==> config.mk <==
export PLATFORM = sky130hd
export DESIGN_NAME = dls_unit
export DESIGN_NICKNAME = d
export VERILOG_FILES = /design/src/rtl/dls_pkg.sv /design/src/rtl/dls_desc_set.sv /design/src/rtl/dls_unit.sv
export SDC_FILE = /design/constraint.sdc
export NUM_CORES = 2
export LEC_CHECK = 0
export ABC_AREA = 1
export BUFFER_PORTS_ARGS = -buffer_cell sky130_fd_sc_hd__buf_2
export CAP_MARGIN = 20
export CORE_MARGIN = 3
export CORE_UTILIZATION = 56
export CTS_CLUSTER_DIAMETER = 120
export DETAILED_ROUTE_END_ITERATION = 10
export GPL_ROUTABILITY_DRIVEN = 0
export HOLD_SLACK_MARGIN = 0.06
export PLACE_DENSITY_LB_ADDON = 0.2
export SYNTH_ARGS = -nofsm -noshare
export SYNTH_HDL_FRONTEND = slang
export SYNTH_SLANG_ARGS = --single-unit
==> constraint.sdc <==
create_clock -name clk -period 6.15 [get_ports clk]
set_input_delay 0.615 -clock clk [delete_from_list [all_inputs] [get_ports clk]]
set_output_delay 0.615 -clock clk [all_outputs]
set_load 0.02 [all_outputs]
==> src/rtl/dls_pkg.sv <==
// Shared constants of the direct I/O load/store unit
package dls_pkg;
	localparam int SETS = 4;
	// Descriptor register indices within one set
	localparam logic [2:0] REG_ADDR_MSB = 3'h0;
	localparam logic [2:0] REG_ADDR_LSB = 3'h1;
	localparam logic [2:0] REG_DSP_ADDR = 3'h2;
	localparam logic [2:0] REG_BYTE_CNT = 3'h3;
	localparam logic [2:0] REG_ROUTING = 3'h4;
	localparam logic [2:0] REG_TRIGGER = 3'h5;
	// Routing descriptor field positions
	localparam int RT_DEST_LSB = 0;
	localparam int RT_IDW_LSB = 16;
	localparam int RT_XAMSB_LSB = 18;
	localparam int RT_PRIO_LSB = 20;
	localparam int RT_PORT_LSB = 22;
	localparam int RT_IRQ_BIT = 24;
	// Command trigger field positions
	localparam int CMD_KIND_LSB = 0;
	localparam int CMD_HOP_LSB = 8;
	localparam int CMD_BELL_LSB = 16;
	// Reset values
	localparam logic [31:0] DESC_RST = 32'h0000_0000;
	// Outcome codes
	localparam logic [2:0] CC_OK = 3'h0;
	localparam logic [2:0] CC_TIMEOUT = 3'h1;
	localparam logic [2:0] CC_XOFF = 3'h2;
	localparam logic [2:0] CC_RSP_ERR = 3'h3;
	localparam logic [2:0] CC_BAD_ENC = 3'h4;
	localparam logic [2:0] CC_DMA_ERR = 3'h5;
	localparam logic [2:0] CC_RETRY = 3'h6;
	localparam logic [2:0] CC_NO_CREDIT = 3'h7;
	// Packet format types
	localparam logic [3:0] FT_READ = 4'h2;
	localparam logic [3:0] FT_WRITE = 4'h5;
	localparam logic [3:0] FT_SWRITE = 4'h6;
	localparam logic [3:0] FT_MAINT = 4'h8;
	localparam logic [3:0] FT_BELL = 4'hA;
	localparam logic [3:0] TR_NWRITE = 4'h4;
	localparam logic [3:0] TR_MAINT_WR = 4'h1;
	localparam logic [1:0] IDW_8 = 2'h0;
	localparam logic [1:0] IDW_16 = 2'h1;
	// Length coding: zero means the full block
	localparam logic [12:0] LEN_FULL = 13'h1000;
	// Response timeout for non-posted requests
	localparam int RSP_TIMEOUT_NS = 10000;
	localparam int CLK_PERIOD_NS = 8;
	localparam int RSP_TIMEOUT_CYC = RSP_TIMEOUT_NS / CLK_PERIOD_NS;
	localparam logic [11:0] RSP_TIMEOUT_CNT = 12'(RSP_TIMEOUT_CYC);
	// Per-set state
	typedef enum logic [2:0] {
		DLS_SL_IDLE = 3'b000,
		DLS_SL_QUEUED = 3'b001,
		DLS_SL_ACTIVE = 3'b010,
		DLS_SL_WAIT = 3'b011,
		DLS_SL_ISR = 3'b100
	} dls_slot_t;
	// Engine state
	typedef enum logic [2:0] {
		DLS_EN_IDLE = 3'b000,
		DLS_EN_CHECK = 3'b001,
		DLS_EN_ALLOC = 3'b010,
		DLS_EN_DMA_REQ = 3'b011,
		DLS_EN_DMA_WAIT = 3'b100,
		DLS_EN_FWD = 3'b101,
		DLS_EN_DONE = 3'b110
	} dls_eng_t;
endpackage

==> src/rtl/dls_desc_set.sv <==
// One descriptor register set with its busy and outcome tracking
`timescale 1ns/1ps
module dls_desc_set (
	// Clock and reset
	input wire logic clk,
	input wire logic sys_rst,
	// Register writes
	input wire logic wr_en,
	input wire logic [2:0] wr_reg,
	input wire logic [31:0] wr_data,
	// Engine handshake
	input wire logic take,
	input wire logic fin,
	input wire logic [2:0] fin_code,
	input wire logic fin_wait,
	input wire logic fin_irq,
	// Response and service
	input wire logic rsp_hit,
	input wire logic [2:0] rsp_code,
	input wire logic isr_done,
	// Status
	output logic queued,
	output logic busy,
	output logic [2:0] code,
	output logic irq,
	// Descriptors
	output logic [31:0] addr_msb,
	output logic [31:0] addr_lsb,
	output logic [31:0] dsp_addr,
	output logic [31:0] byte_cnt,
	output logic [31:0] routing,
	output logic [31:0] command
);
	dls_pkg::dls_slot_t state, next_state;
	logic [2:0] next_code;
	logic next_irq, next_busy;
	logic [11:0] tmo, next_tmo;
	logic [31:0] next_msb, next_lsb, next_dsp, next_cnt, next_rt, next_cmd;
	logic [2:0] end_code;
	logic end_now;

	// Next state of the set
	always_comb begin
		next_state = state;
		next_code = code;
		next_irq = irq;
		next_tmo = tmo;
		next_msb = addr_msb;
		next_lsb = addr_lsb;
		next_dsp = dsp_addr;
		next_cnt = byte_cnt;
		next_rt = routing;
		next_cmd = command;
		end_now = 1'b0;
		end_code = fin_code;
		if (wr_en && state == dls_pkg::DLS_SL_IDLE) begin
			unique case (wr_reg)
				dls_pkg::REG_ADDR_MSB: next_msb = wr_data;
				dls_pkg::REG_ADDR_LSB: next_lsb = wr_data;
				dls_pkg::REG_DSP_ADDR: next_dsp = wr_data;
				dls_pkg::REG_BYTE_CNT: next_cnt = wr_data;
				dls_pkg::REG_ROUTING: next_rt = wr_data;
				dls_pkg::REG_TRIGGER: begin
					next_cmd = wr_data;
					next_state = dls_pkg::DLS_SL_QUEUED;
					next_code = dls_pkg::CC_OK;
				end
				default: ;
			endcase
		end
		unique case (state)
			dls_pkg::DLS_SL_IDLE: ;
			dls_pkg::DLS_SL_QUEUED: begin
				if (take) begin
					next_state = dls_pkg::DLS_SL_ACTIVE;
				end
			end
			dls_pkg::DLS_SL_ACTIVE: begin
				if (fin && fin_wait) begin
					next_state = dls_pkg::DLS_SL_WAIT;
					next_tmo = dls_pkg::RSP_TIMEOUT_CNT;
				end else if (fin) begin
					end_now = 1'b1;
				end
			end
			dls_pkg::DLS_SL_WAIT: begin
				next_tmo = tmo - 12'h0001;
				if (rsp_hit) begin
					end_now = 1'b1;
					end_code = rsp_code;
				end else if (tmo == 12'h0000) begin
					end_now = 1'b1;
					end_code = dls_pkg::CC_TIMEOUT;
				end
			end
			dls_pkg::DLS_SL_ISR: begin
				if (isr_done) begin
					next_state = dls_pkg::DLS_SL_IDLE;
					next_irq = 1'b0;
				end
			end
			default: next_state = dls_pkg::DLS_SL_IDLE;
		endcase
		if (end_now) begin
			next_code = end_code;
			if (routing[dls_pkg::RT_IRQ_BIT] || fin_irq) begin
				next_state = dls_pkg::DLS_SL_ISR;
				next_irq = 1'b1;
			end else begin
				next_state = dls_pkg::DLS_SL_IDLE;
			end
		end
		next_busy = (next_state != dls_pkg::DLS_SL_IDLE);
	end

	// State registers
	always_ff @(posedge clk) begin
		if (sys_rst) begin
			state <= dls_pkg::DLS_SL_IDLE;
			busy <= 1'b0;
			code <= dls_pkg::CC_OK;
			irq <= 1'b0;
			tmo <= 12'h000;
			addr_msb <= dls_pkg::DESC_RST;
			addr_lsb <= dls_pkg::DESC_RST;
			dsp_addr <= dls_pkg::DESC_RST;
			byte_cnt <= dls_pkg::DESC_RST;
			routing <= dls_pkg::DESC_RST;
			command <= dls_pkg::DESC_RST;
		end else begin
			state <= next_state;
			busy <= next_busy;
			code <= next_code;
			irq <= next_irq;
			tmo <= next_tmo;
			addr_msb <= next_msb;
			addr_lsb <= next_lsb;
			dsp_addr <= next_dsp;
			byte_cnt <= next_cnt;
			routing <= next_rt;
			command <= next_cmd;
		end
	end

	// Set waits for the engine
	assign queued = (state == dls_pkg::DLS_SL_QUEUED);
endmodule

==> src/rtl/dls_unit.sv <==
// Direct I/O load/store unit: descriptor sets, packet engine and status
`timescale 1ns/1ps
// Operation
// - Low four kind bits become the transaction subfield for types 2, 5, 8.
// - Bell info is copied into the doorbell field of type 10 packets.
// - Hop count is copied into the header only for type 8 packets.
// - Interrupt request bit set raises an interrupt when the command finishes.
// - Busy is 1 during a transfer, 0 when descriptors may be rewritten.
// - Codes 000 ok, 001 response timeout, 010 Xoff blockade.
// - Codes 011 response error, 100 bad encoding, 101 DMA error.
// - Codes 110 retry or refused semaphore, 111 no outbound credit.
// - Four independent descriptor sets allow four outstanding requests.
// - Busy rises the cycle after the trigger write; old code invalidated.
// - Busy clears and code becomes valid after end and interrupt service.
// - Write payload joins descriptor header in TX buffer, then goes out.
// - Reads build a payload-free read packet from descriptors only.
// - Read response payloads are held in the shared RX buffer.
// - Output port select picks the TX FIFO and is not in the header.
// - All direct I/O reads, writes and doorbells leave through this unit.
// - Priority flow is checked for Xoff after encoding, before credit.
// - Free space of the selected TX FIFO is checked before starting.
// - Payload DMA read is issued only after flow grant and allocation.
// - Packets go out in DMA completion order.
// - Shut-down flow interrupts, sets 010 and holds busy through service.
// - A transfer starts when the command trigger write completes.
// - Length 1 to 4095 bytes, zero means 4K bytes.
// - Device ID width 00 selects 8-bit, 01 16-bit, others reserved.
// - High four kind bits become ftype for every packet.
module dls_unit (
	// Clock and reset
	input wire logic clk,
	input wire logic sys_rst,
	// Descriptor writes from the CPU
	input wire logic cfg_wr,
	input wire logic [1:0] cfg_set,
	input wire logic [2:0] cfg_reg,
	input wire logic [31:0] cfg_wdata,
	// Per-set status and service
	output logic [3:0] command_busy,
	output logic [11:0] outcome_code,
	output logic [3:0] irq,
	input wire logic [3:0] isr_done,
	// Flow control and credit
	input wire logic [3:0] xoff_any,
	input wire logic [3:0] credit_ok,
	input wire logic [3:0] fifo_space,
	// DMA bus
	output logic dma_req,
	output logic [31:0] dma_addr,
	output logic [12:0] dma_len,
	output logic [1:0] dma_buf,
	input wire logic dma_ack,
	input wire logic dma_done,
	input wire logic dma_err,
	// Packet to TX FIFO
	output logic pkt_valid,
	output logic [1:0] pkt_port,
	output logic [3:0] pkt_ftype,
	output logic [3:0] pkt_trans,
	output logic [1:0] pkt_tt,
	output logic [1:0] pkt_prio,
	output logic [15:0] pkt_dest,
	output logic [63:0] pkt_addr,
	output logic [1:0] pkt_xamsb,
	output logic [7:0] pkt_hop,
	output logic [15:0] pkt_bell,
	output logic [12:0] pkt_len,
	output logic pkt_payload,
	output logic [1:0] pkt_tid,
	input wire logic pkt_ready,
	// Responses
	input wire logic rsp_valid,
	input wire logic [1:0] rsp_tid,
	input wire logic [2:0] rsp_code,
	input wire logic rsp_beat,
	input wire logic [127:0] rsp_data,
	// Shared RX buffer write
	output logic rxbuf_we,
	output logic [1:0] rxbuf_set,
	output logic [127:0] rxbuf_data
);
	logic [31:0] d_msb [4];
	logic [31:0] d_lsb [4];
	logic [31:0] d_dsp [4];
	logic [31:0] d_cnt [4];
	logic [31:0] d_rt [4];
	logic [31:0] d_cmd [4];
	logic [3:0] s_queued, s_busy, s_irq, s_take, s_fin;
	logic [2:0] s_code [4];
	dls_pkg::dls_eng_t state, next_state;
	logic [1:0] cur, next_cur;
	logic [2:0] f_code, next_f_code;
	logic f_wait, next_f_wait, f_irq, next_f_irq;
	logic next_dma_req;
	logic next_pkt_valid;
	logic next_rxbuf_we;
	logic [31:0] rt, cmd;
	logic [3:0] ftype, trans;
	logic [1:0] prio, port, idw;
	logic has_payload, non_posted, enc_ok;
	logic [12:0] len;

	// Four descriptor sets
	for (genvar g = 0; g < dls_pkg::SETS; g++) begin : g_set
		dls_desc_set u_set (
			.clk(clk),
			.sys_rst(sys_rst),
			.wr_en(cfg_wr && cfg_set == 2'(g)),
			.wr_reg(cfg_reg),
			.wr_data(cfg_wdata),
			.take(s_take[g]),
			.fin(s_fin[g]),
			.fin_code(f_code),
			.fin_wait(f_wait),
			.fin_irq(f_irq),
			.rsp_hit(rsp_valid && rsp_tid == 2'(g)),
			.rsp_code(rsp_code),
			.isr_done(isr_done[g]),
			.queued(s_queued[g]),
			.busy(s_busy[g]),
			.code(s_code[g]),
			.irq(s_irq[g]),
			.addr_msb(d_msb[g]),
			.addr_lsb(d_lsb[g]),
			.dsp_addr(d_dsp[g]),
			.byte_cnt(d_cnt[g]),
			.routing(d_rt[g]),
			.command(d_cmd[g])
		);
		assign s_take[g] = (state == dls_pkg::DLS_EN_IDLE) && (next_cur == 2'(g)) &&
			s_queued[g];
		assign s_fin[g] = (state == dls_pkg::DLS_EN_DONE) && (cur == 2'(g));
	end

	// Status outputs come from the set registers
	always_comb begin
		for (int i = 0; i < dls_pkg::SETS; i++) begin
			command_busy[i] = s_busy[i];
			irq[i] = s_irq[i];
			outcome_code[3*i +: 3] = s_code[i];
		end
	end

	// Field decode of the set being served
	always_comb begin
		rt = d_rt[cur];
		cmd = d_cmd[cur];
		ftype = cmd[dls_pkg::CMD_KIND_LSB+4 +: 4];
		trans = cmd[dls_pkg::CMD_KIND_LSB +: 4];
		prio = rt[dls_pkg::RT_PRIO_LSB +: 2];
		port = rt[dls_pkg::RT_PORT_LSB +: 2];
		idw = rt[dls_pkg::RT_IDW_LSB +: 2];
		len = (d_cnt[cur][11:0] == 12'h000) ? dls_pkg::LEN_FULL :
			{1'b0, d_cnt[cur][11:0]};
		has_payload = (ftype == dls_pkg::FT_WRITE) || (ftype == dls_pkg::FT_SWRITE) ||
			(ftype == dls_pkg::FT_MAINT && trans == dls_pkg::TR_MAINT_WR);
		non_posted = !(ftype == dls_pkg::FT_SWRITE ||
			(ftype == dls_pkg::FT_WRITE && trans == dls_pkg::TR_NWRITE));
		enc_ok = (idw == dls_pkg::IDW_8 || idw == dls_pkg::IDW_16) &&
			(ftype == dls_pkg::FT_READ || ftype == dls_pkg::FT_WRITE ||
			ftype == dls_pkg::FT_SWRITE || ftype == dls_pkg::FT_MAINT ||
			ftype == dls_pkg::FT_BELL);
	end

	// Engine next state
	always_comb begin
		next_state = state;
		next_cur = cur;
		next_f_code = f_code;
		next_f_wait = f_wait;
		next_f_irq = f_irq;
		next_dma_req = dma_req;
		next_pkt_valid = pkt_valid;
		unique case (state)
			dls_pkg::DLS_EN_IDLE: begin
				// Rotating pick among queued sets
				for (int k = 3; k >= 0; k--) begin
					if (s_queued[2'(cur + 2'(k) + 2'h1)]) begin
						next_cur = 2'(cur + 2'(k) + 2'h1);
					end
				end
				if (s_queued != 4'h0) begin
					next_state = dls_pkg::DLS_EN_CHECK;
				end
			end
			dls_pkg::DLS_EN_CHECK: begin
				next_f_wait = 1'b0;
				next_f_irq = 1'b0;
				next_state = dls_pkg::DLS_EN_DONE;
				if (!enc_ok) begin
					next_f_code = dls_pkg::CC_BAD_ENC;
				end else if (xoff_any[prio]) begin
					next_f_code = dls_pkg::CC_XOFF;
					next_f_irq = 1'b1;
				end else if (!credit_ok[prio]) begin
					next_f_code = dls_pkg::CC_NO_CREDIT;
				end else begin
					next_f_code = dls_pkg::CC_OK;
					next_state = dls_pkg::DLS_EN_ALLOC;
				end
			end
			dls_pkg::DLS_EN_ALLOC: begin
				if (fifo_space[port]) begin
					if (has_payload) begin
						next_state = dls_pkg::DLS_EN_DMA_REQ;
						next_dma_req = 1'b1;
					end else begin
						next_state = dls_pkg::DLS_EN_FWD;
						next_pkt_valid = 1'b1;
					end
				end
			end
			dls_pkg::DLS_EN_DMA_REQ: begin
				if (dma_ack) begin
					next_dma_req = 1'b0;
					next_state = dls_pkg::DLS_EN_DMA_WAIT;
				end
			end
			dls_pkg::DLS_EN_DMA_WAIT: begin
				if (dma_err) begin
					next_f_code = dls_pkg::CC_DMA_ERR;
					next_state = dls_pkg::DLS_EN_DONE;
				end else if (dma_done) begin
					next_state = dls_pkg::DLS_EN_FWD;
					next_pkt_valid = 1'b1;
				end
			end
			dls_pkg::DLS_EN_FWD: begin
				if (pkt_ready) begin
					next_pkt_valid = 1'b0;
					next_f_wait = non_posted;
					next_state = dls_pkg::DLS_EN_DONE;
				end
			end
			dls_pkg::DLS_EN_DONE: next_state = dls_pkg::DLS_EN_IDLE;
			default: next_state = dls_pkg::DLS_EN_IDLE;
		endcase
	end

	// Engine registers
	always_ff @(posedge clk) begin
		if (sys_rst) begin
			state <= dls_pkg::DLS_EN_IDLE;
			cur <= 2'h3;
			f_code <= dls_pkg::CC_OK;
			f_wait <= 1'b0;
			f_irq <= 1'b0;
			dma_req <= 1'b0;
			pkt_valid <= 1'b0;
		end else begin
			state <= next_state;
			cur <= next_cur;
			f_code <= next_f_code;
			f_wait <= next_f_wait;
			f_irq <= next_f_irq;
			dma_req <= next_dma_req;
			pkt_valid <= next_pkt_valid;
		end
	end

	// DMA request fields, loaded as the request rises
	always_ff @(posedge clk) begin
		if (sys_rst) begin
			dma_addr <= 32'h0000_0000;
			dma_len <= 13'h0000;
			dma_buf <= 2'h0;
		end else if (next_dma_req && !dma_req) begin
			dma_addr <= d_dsp[cur];
			dma_len <= len;
			dma_buf <= cur;
		end
	end

	// Packet header built from the descriptors as the packet is offered
	always_ff @(posedge clk) begin
		if (sys_rst) begin
			pkt_port <= 2'h0;
			pkt_ftype <= 4'h0;
			pkt_trans <= 4'h0;
			pkt_tt <= 2'h0;
			pkt_prio <= 2'h0;
			pkt_dest <= 16'h0000;
			pkt_addr <= 64'h0000_0000_0000_0000;
			pkt_xamsb <= 2'h0;
			pkt_hop <= 8'h00;
			pkt_bell <= 16'h0000;
			pkt_len <= 13'h0000;
			pkt_payload <= 1'b0;
			pkt_tid <= 2'h0;
		end else if (next_pkt_valid && !pkt_valid) begin
			pkt_port <= port;
			pkt_ftype <= ftype;
			pkt_trans <= (ftype == dls_pkg::FT_READ || ftype == dls_pkg::FT_WRITE ||
				ftype == dls_pkg::FT_MAINT) ? trans : 4'h0;
			pkt_tt <= idw;
			pkt_prio <= prio;
			pkt_dest <= rt[dls_pkg::RT_DEST_LSB +: 16];
			pkt_addr <= {d_msb[cur], d_lsb[cur]};
			pkt_xamsb <= rt[dls_pkg::RT_XAMSB_LSB +: 2];
			pkt_hop <= (ftype == dls_pkg::FT_MAINT) ? cmd[dls_pkg::CMD_HOP_LSB +: 8] :
				8'h00;
			pkt_bell <= (ftype == dls_pkg::FT_BELL) ? cmd[dls_pkg::CMD_BELL_LSB +: 16] :
				16'h0000;
			pkt_len <= len;
			pkt_payload <= has_payload;
			pkt_tid <= cur;
		end
	end

	// Read response payload beats into the shared RX buffer
	assign next_rxbuf_we = rsp_beat;
	always_ff @(posedge clk) begin
		if (sys_rst) begin
			rxbuf_we <= 1'b0;
			rxbuf_set <= 2'h0;
			rxbuf_data <= 128'h0;
		end else begin
			rxbuf_we <= next_rxbuf_we;
			rxbuf_set <= rsp_tid;
			rxbuf_data <= rsp_data;
		end
	end
endmodule

==> flow_summary.toml <==
[floorplan]
dieWidth_um = 284
core_area_um2 = 76200
num_rows = 101
die_y_um = 284
floorplan.initialDensity_pct = 56.6
die_area_um2 = 80400
ioPinCount = 531

[yosys]
netlist_instances = 6087
synth_top_area_share_pct = 49.4
ys_seq_area_share_pct = 49.4
syn_area_per_cell_um2 = 7.09
yosysTopAreaCell = "dfxtp_1"
synth_warnings = 0
synth_flop_cell = "dfxtp_1"
ys_seq_elements = 1066
async_flop_share_pct = 0
synth.most_common_cell = "nor2_1"
synth_edf_count = 0
synth_cell_types = 49
synth_common_cells = "nor2_1, dfxtp_1, o21ai_0, nand2_1, a21oi_1"
synth_nets = 6290
ys_top_cells_by_area = "dfxtp_1, nor2_1, o21ai_0"
syn-cell-area_um2 = 43200

[grt]
grt_pass1_wl_mm = 213
grt_pass1_vias = 38141
antenna_found_initial = 6
track_usage_pct = 32.2
overflow = 0
grt_max_degree = 258

[finish]
final_util_pct = 65.0
areaGrowthSynthToFinish_pct = 14.7
drive_above_1_share_pct = 12.6
fill_cells = 6744
final_nets = 6508

[clock_network]
clockBufferDepth = 3
clk_pin_slew_worst_paths_ps = 60
cts_made_buffers = 106
clkSinkCount = 1066
cts-root-buf = "clkbuf_16"
cts.repair.resized = 0
htreeDepth = 3
clk_latency_ps = 670
holdBufCountCts = 0
cts_setup_buffers = 0
cts_tree = "built"

[timing]
finClkSkew_ps = 24.7
relSlewSlack_pct = 15.4
totalNegativeSetupSlack_ps = 0
hold_viol = 0
clock.fmax_ghz = 0.234
post-route-period-util_pct = 69.6
rsz0062_at_grt = "no"
setup_violations = 0
finalMaxSlewViolations = 0
tightestPinTransition_ps = 1270
fin_crit_ps = 4280

[drt]
avgViaCountPerCell = 5.58
drt.antenna.violating_nets = 0
vias = 41456
drt_first_iter_violations = 4571
wl_per_cell_um = 18.2
drc = 0
firstDrtPassIters = 6
wl_mm = 135

[critical_path]
critPathMostFrequentCell = "nand2_1"
path_delay_family = "buffers and inverters"
critical_path_class = "register to register"
r2r_cells = 14
slowest_stage = "buf_4"
path_cells = "buf_4, nand2_1, nand2_1, nand2_1, nand2_1, inv_1, nand2_1, nor2_1, nand2_1, nand4_2, nand2_8, buf_4, nand3_1, a21oi_1"
cp.arrival_ps = 4880
crit_buf_inv = 3
reg2reg_from = "cur[0]"
critPathCaptureType = "register"
cp_max_fo = 93
setup.worst_path.start_class = "register"
cp.depth = 14
crit_end = "pkt_len[0]"
required_ps = 6750
r2r-end = "pkt_len[0]"
max_stage_delay_ps = 860
startpoint = "cur[0]"
r2r_slack_ps = 1870

[run_status]
outcome = "finished, final reports clean"

[hold_path]
hold_class = "primary input to register"

[pwr]
vdd_drop_max_uv = 308
p_per_area_nw_per_um2 = 366
power_leakage_nw = 22.3

[place]
port_buffers = 530
hpwl_mm = 80.7

[run]
drv_cap = 0
## routing by layer
layer,GRT usage (%),wire (um),vias up
met5,0,36,-
met4,12.5,5040,6
met3,5.52,12400,267
met2,51.5,61000,1876
met1,43.8,56700,19254
li1,-,-,20053
## worst register-to-register path, cell delays in order, from the launching register on
cell	delay, ps
dfxtp_4	730
buf_4	890
nand2_1	150
nand2_1	100
nand2_1	50
nand2_1	150
inv_1	70
nand2_1	80
nor2_1	160
nand2_1	180
nand4_2	190
nand2_8	310
buf_4	690
nand3_1	280
a21oi_1	180
## registers in the layout (all words and copies together), names as in the netlist, 3 cells and up
register              flops
pkt_bell                 16
g_set.u_set.addr_lsb    128
state                     3
dma_len                  13
g_set.u_set.tmo          48
g_set.u_set.state        12
g_set.u_set.busy          4
pkt_len                  13
g_set.u_set.dsp_addr    128
f_code                    3
g_set.u_set.code         12
pkt_addr                 64
dma_addr                 32
g_set.u_set.irq           4
g_set.u_set.addr_msb    128
g_set.u_set.command     128
pkt_dest                 16
pkt_trans                 4
pkt_hop                   8
rxbuf_data              128
pkt_ftype                 4
g_set.u_set.byte_cnt     48
g_set.u_set.routing     100
## per-stage QoR
stage / worst slack, ps / instance area, um^2 / hold slack (ps) / cells / power (mW)
after floorplan: 3230 / 43200 / 420 / 6087 / 10.1
after global placement: 2140 / 45600 / 433 / 7220 / 11.2
after detailed placement: 2060 / 45700 / 441 / 7224 / 11.2
after CTS: 2010 / 49500 / 121 / 7422 / 18.1
after global routing: 1600 / 49500 / 139 / 7426 / 18.8
final: 1870 / 49500 / 143 / 7433 / 18.1
## kinds of logic (layout without fill, tap and decap cells)
group                    after synthesis  count (layout)  synth area share, %
AND/OR/NAND/NOR                     2621            2621                 23.8
adder cells (fa/ha/maj)                8               8                0.232
flip-flops                          1066            1066                 49.4
other                                  0               8                    0
XOR/XNOR                               5               5                0.101
AO/OA/AOI/OAI                       1551            1551                 18.6
buffers and inverters                836            1144                 7.85
## power breakdown
part	internal (mW)	total [mW]	leakage (nW)	switching, mW
combinational	1.02	3.68	11.8	2.66
clock	4.14	6.95	1.87	2.81
sequential	7.22	7.48	8.64	0.261
## area by class of cell
class	count	area, um^2	area share [%]
Sequential cell	1066	21300	43.1
Multi-Input combinational cell	4185	18500	37.3
Timing Repair Buffer	587	3230	6.52
Clock buffer	151	3100	6.27
Inverter	359	1370	2.77
Tap cell	1030	1290	2.60
Clock inverter	47	658	1.33
Antenna cell	8	20.0	0.0404
## worst min-delay path by stage
stage                               startpoint                         end  slack [ps]  cells past startpoint
global route                      rsp_data[72]              rxbuf_data[72]         140                      3
finish                            rsp_data[32]              rxbuf_data[32]         140                      3
floorplan           g_set[0].u_set.routing[24]  g_set[0].u_set.routing[24]         420                      2
global placement    g_set[0].u_set.byte_cnt[2]  g_set[0].u_set.byte_cnt[2]         430                      2
detailed placement  g_set[0].u_set.addr_lsb[0]  g_set[0].u_set.addr_lsb[0]         440                      2
CTS                              rsp_data[124]             rxbuf_data[124]         120                      3
## placed cells by master, fill, tap and decap left out, types with 5 or more instances in the layout
master,instances
dfxtp_1,1064
o21ai_1,8
clkbuf_16,108
a32o_1,8
or2_2,7
o21ai_0,1042
buf_4,45
o22ai_1,95
nor4_1,9
a21oi_1,361
nor3_1,21
buf_2,532
inv_1,349
o211ai_1,11
nand2_1,511
clkbuf_8,24
buf_12,5
diode_2,8
nand3b_1,6
nor2_1,1831
nand4_1,11
nor2_2,10
ha_1,8
clkbuf_1,19
a31oi_1,9
clkinv_2,23
nand3_1,197
bufinv_16,15
Note: power is estimated with default switching activity, not from simulation.
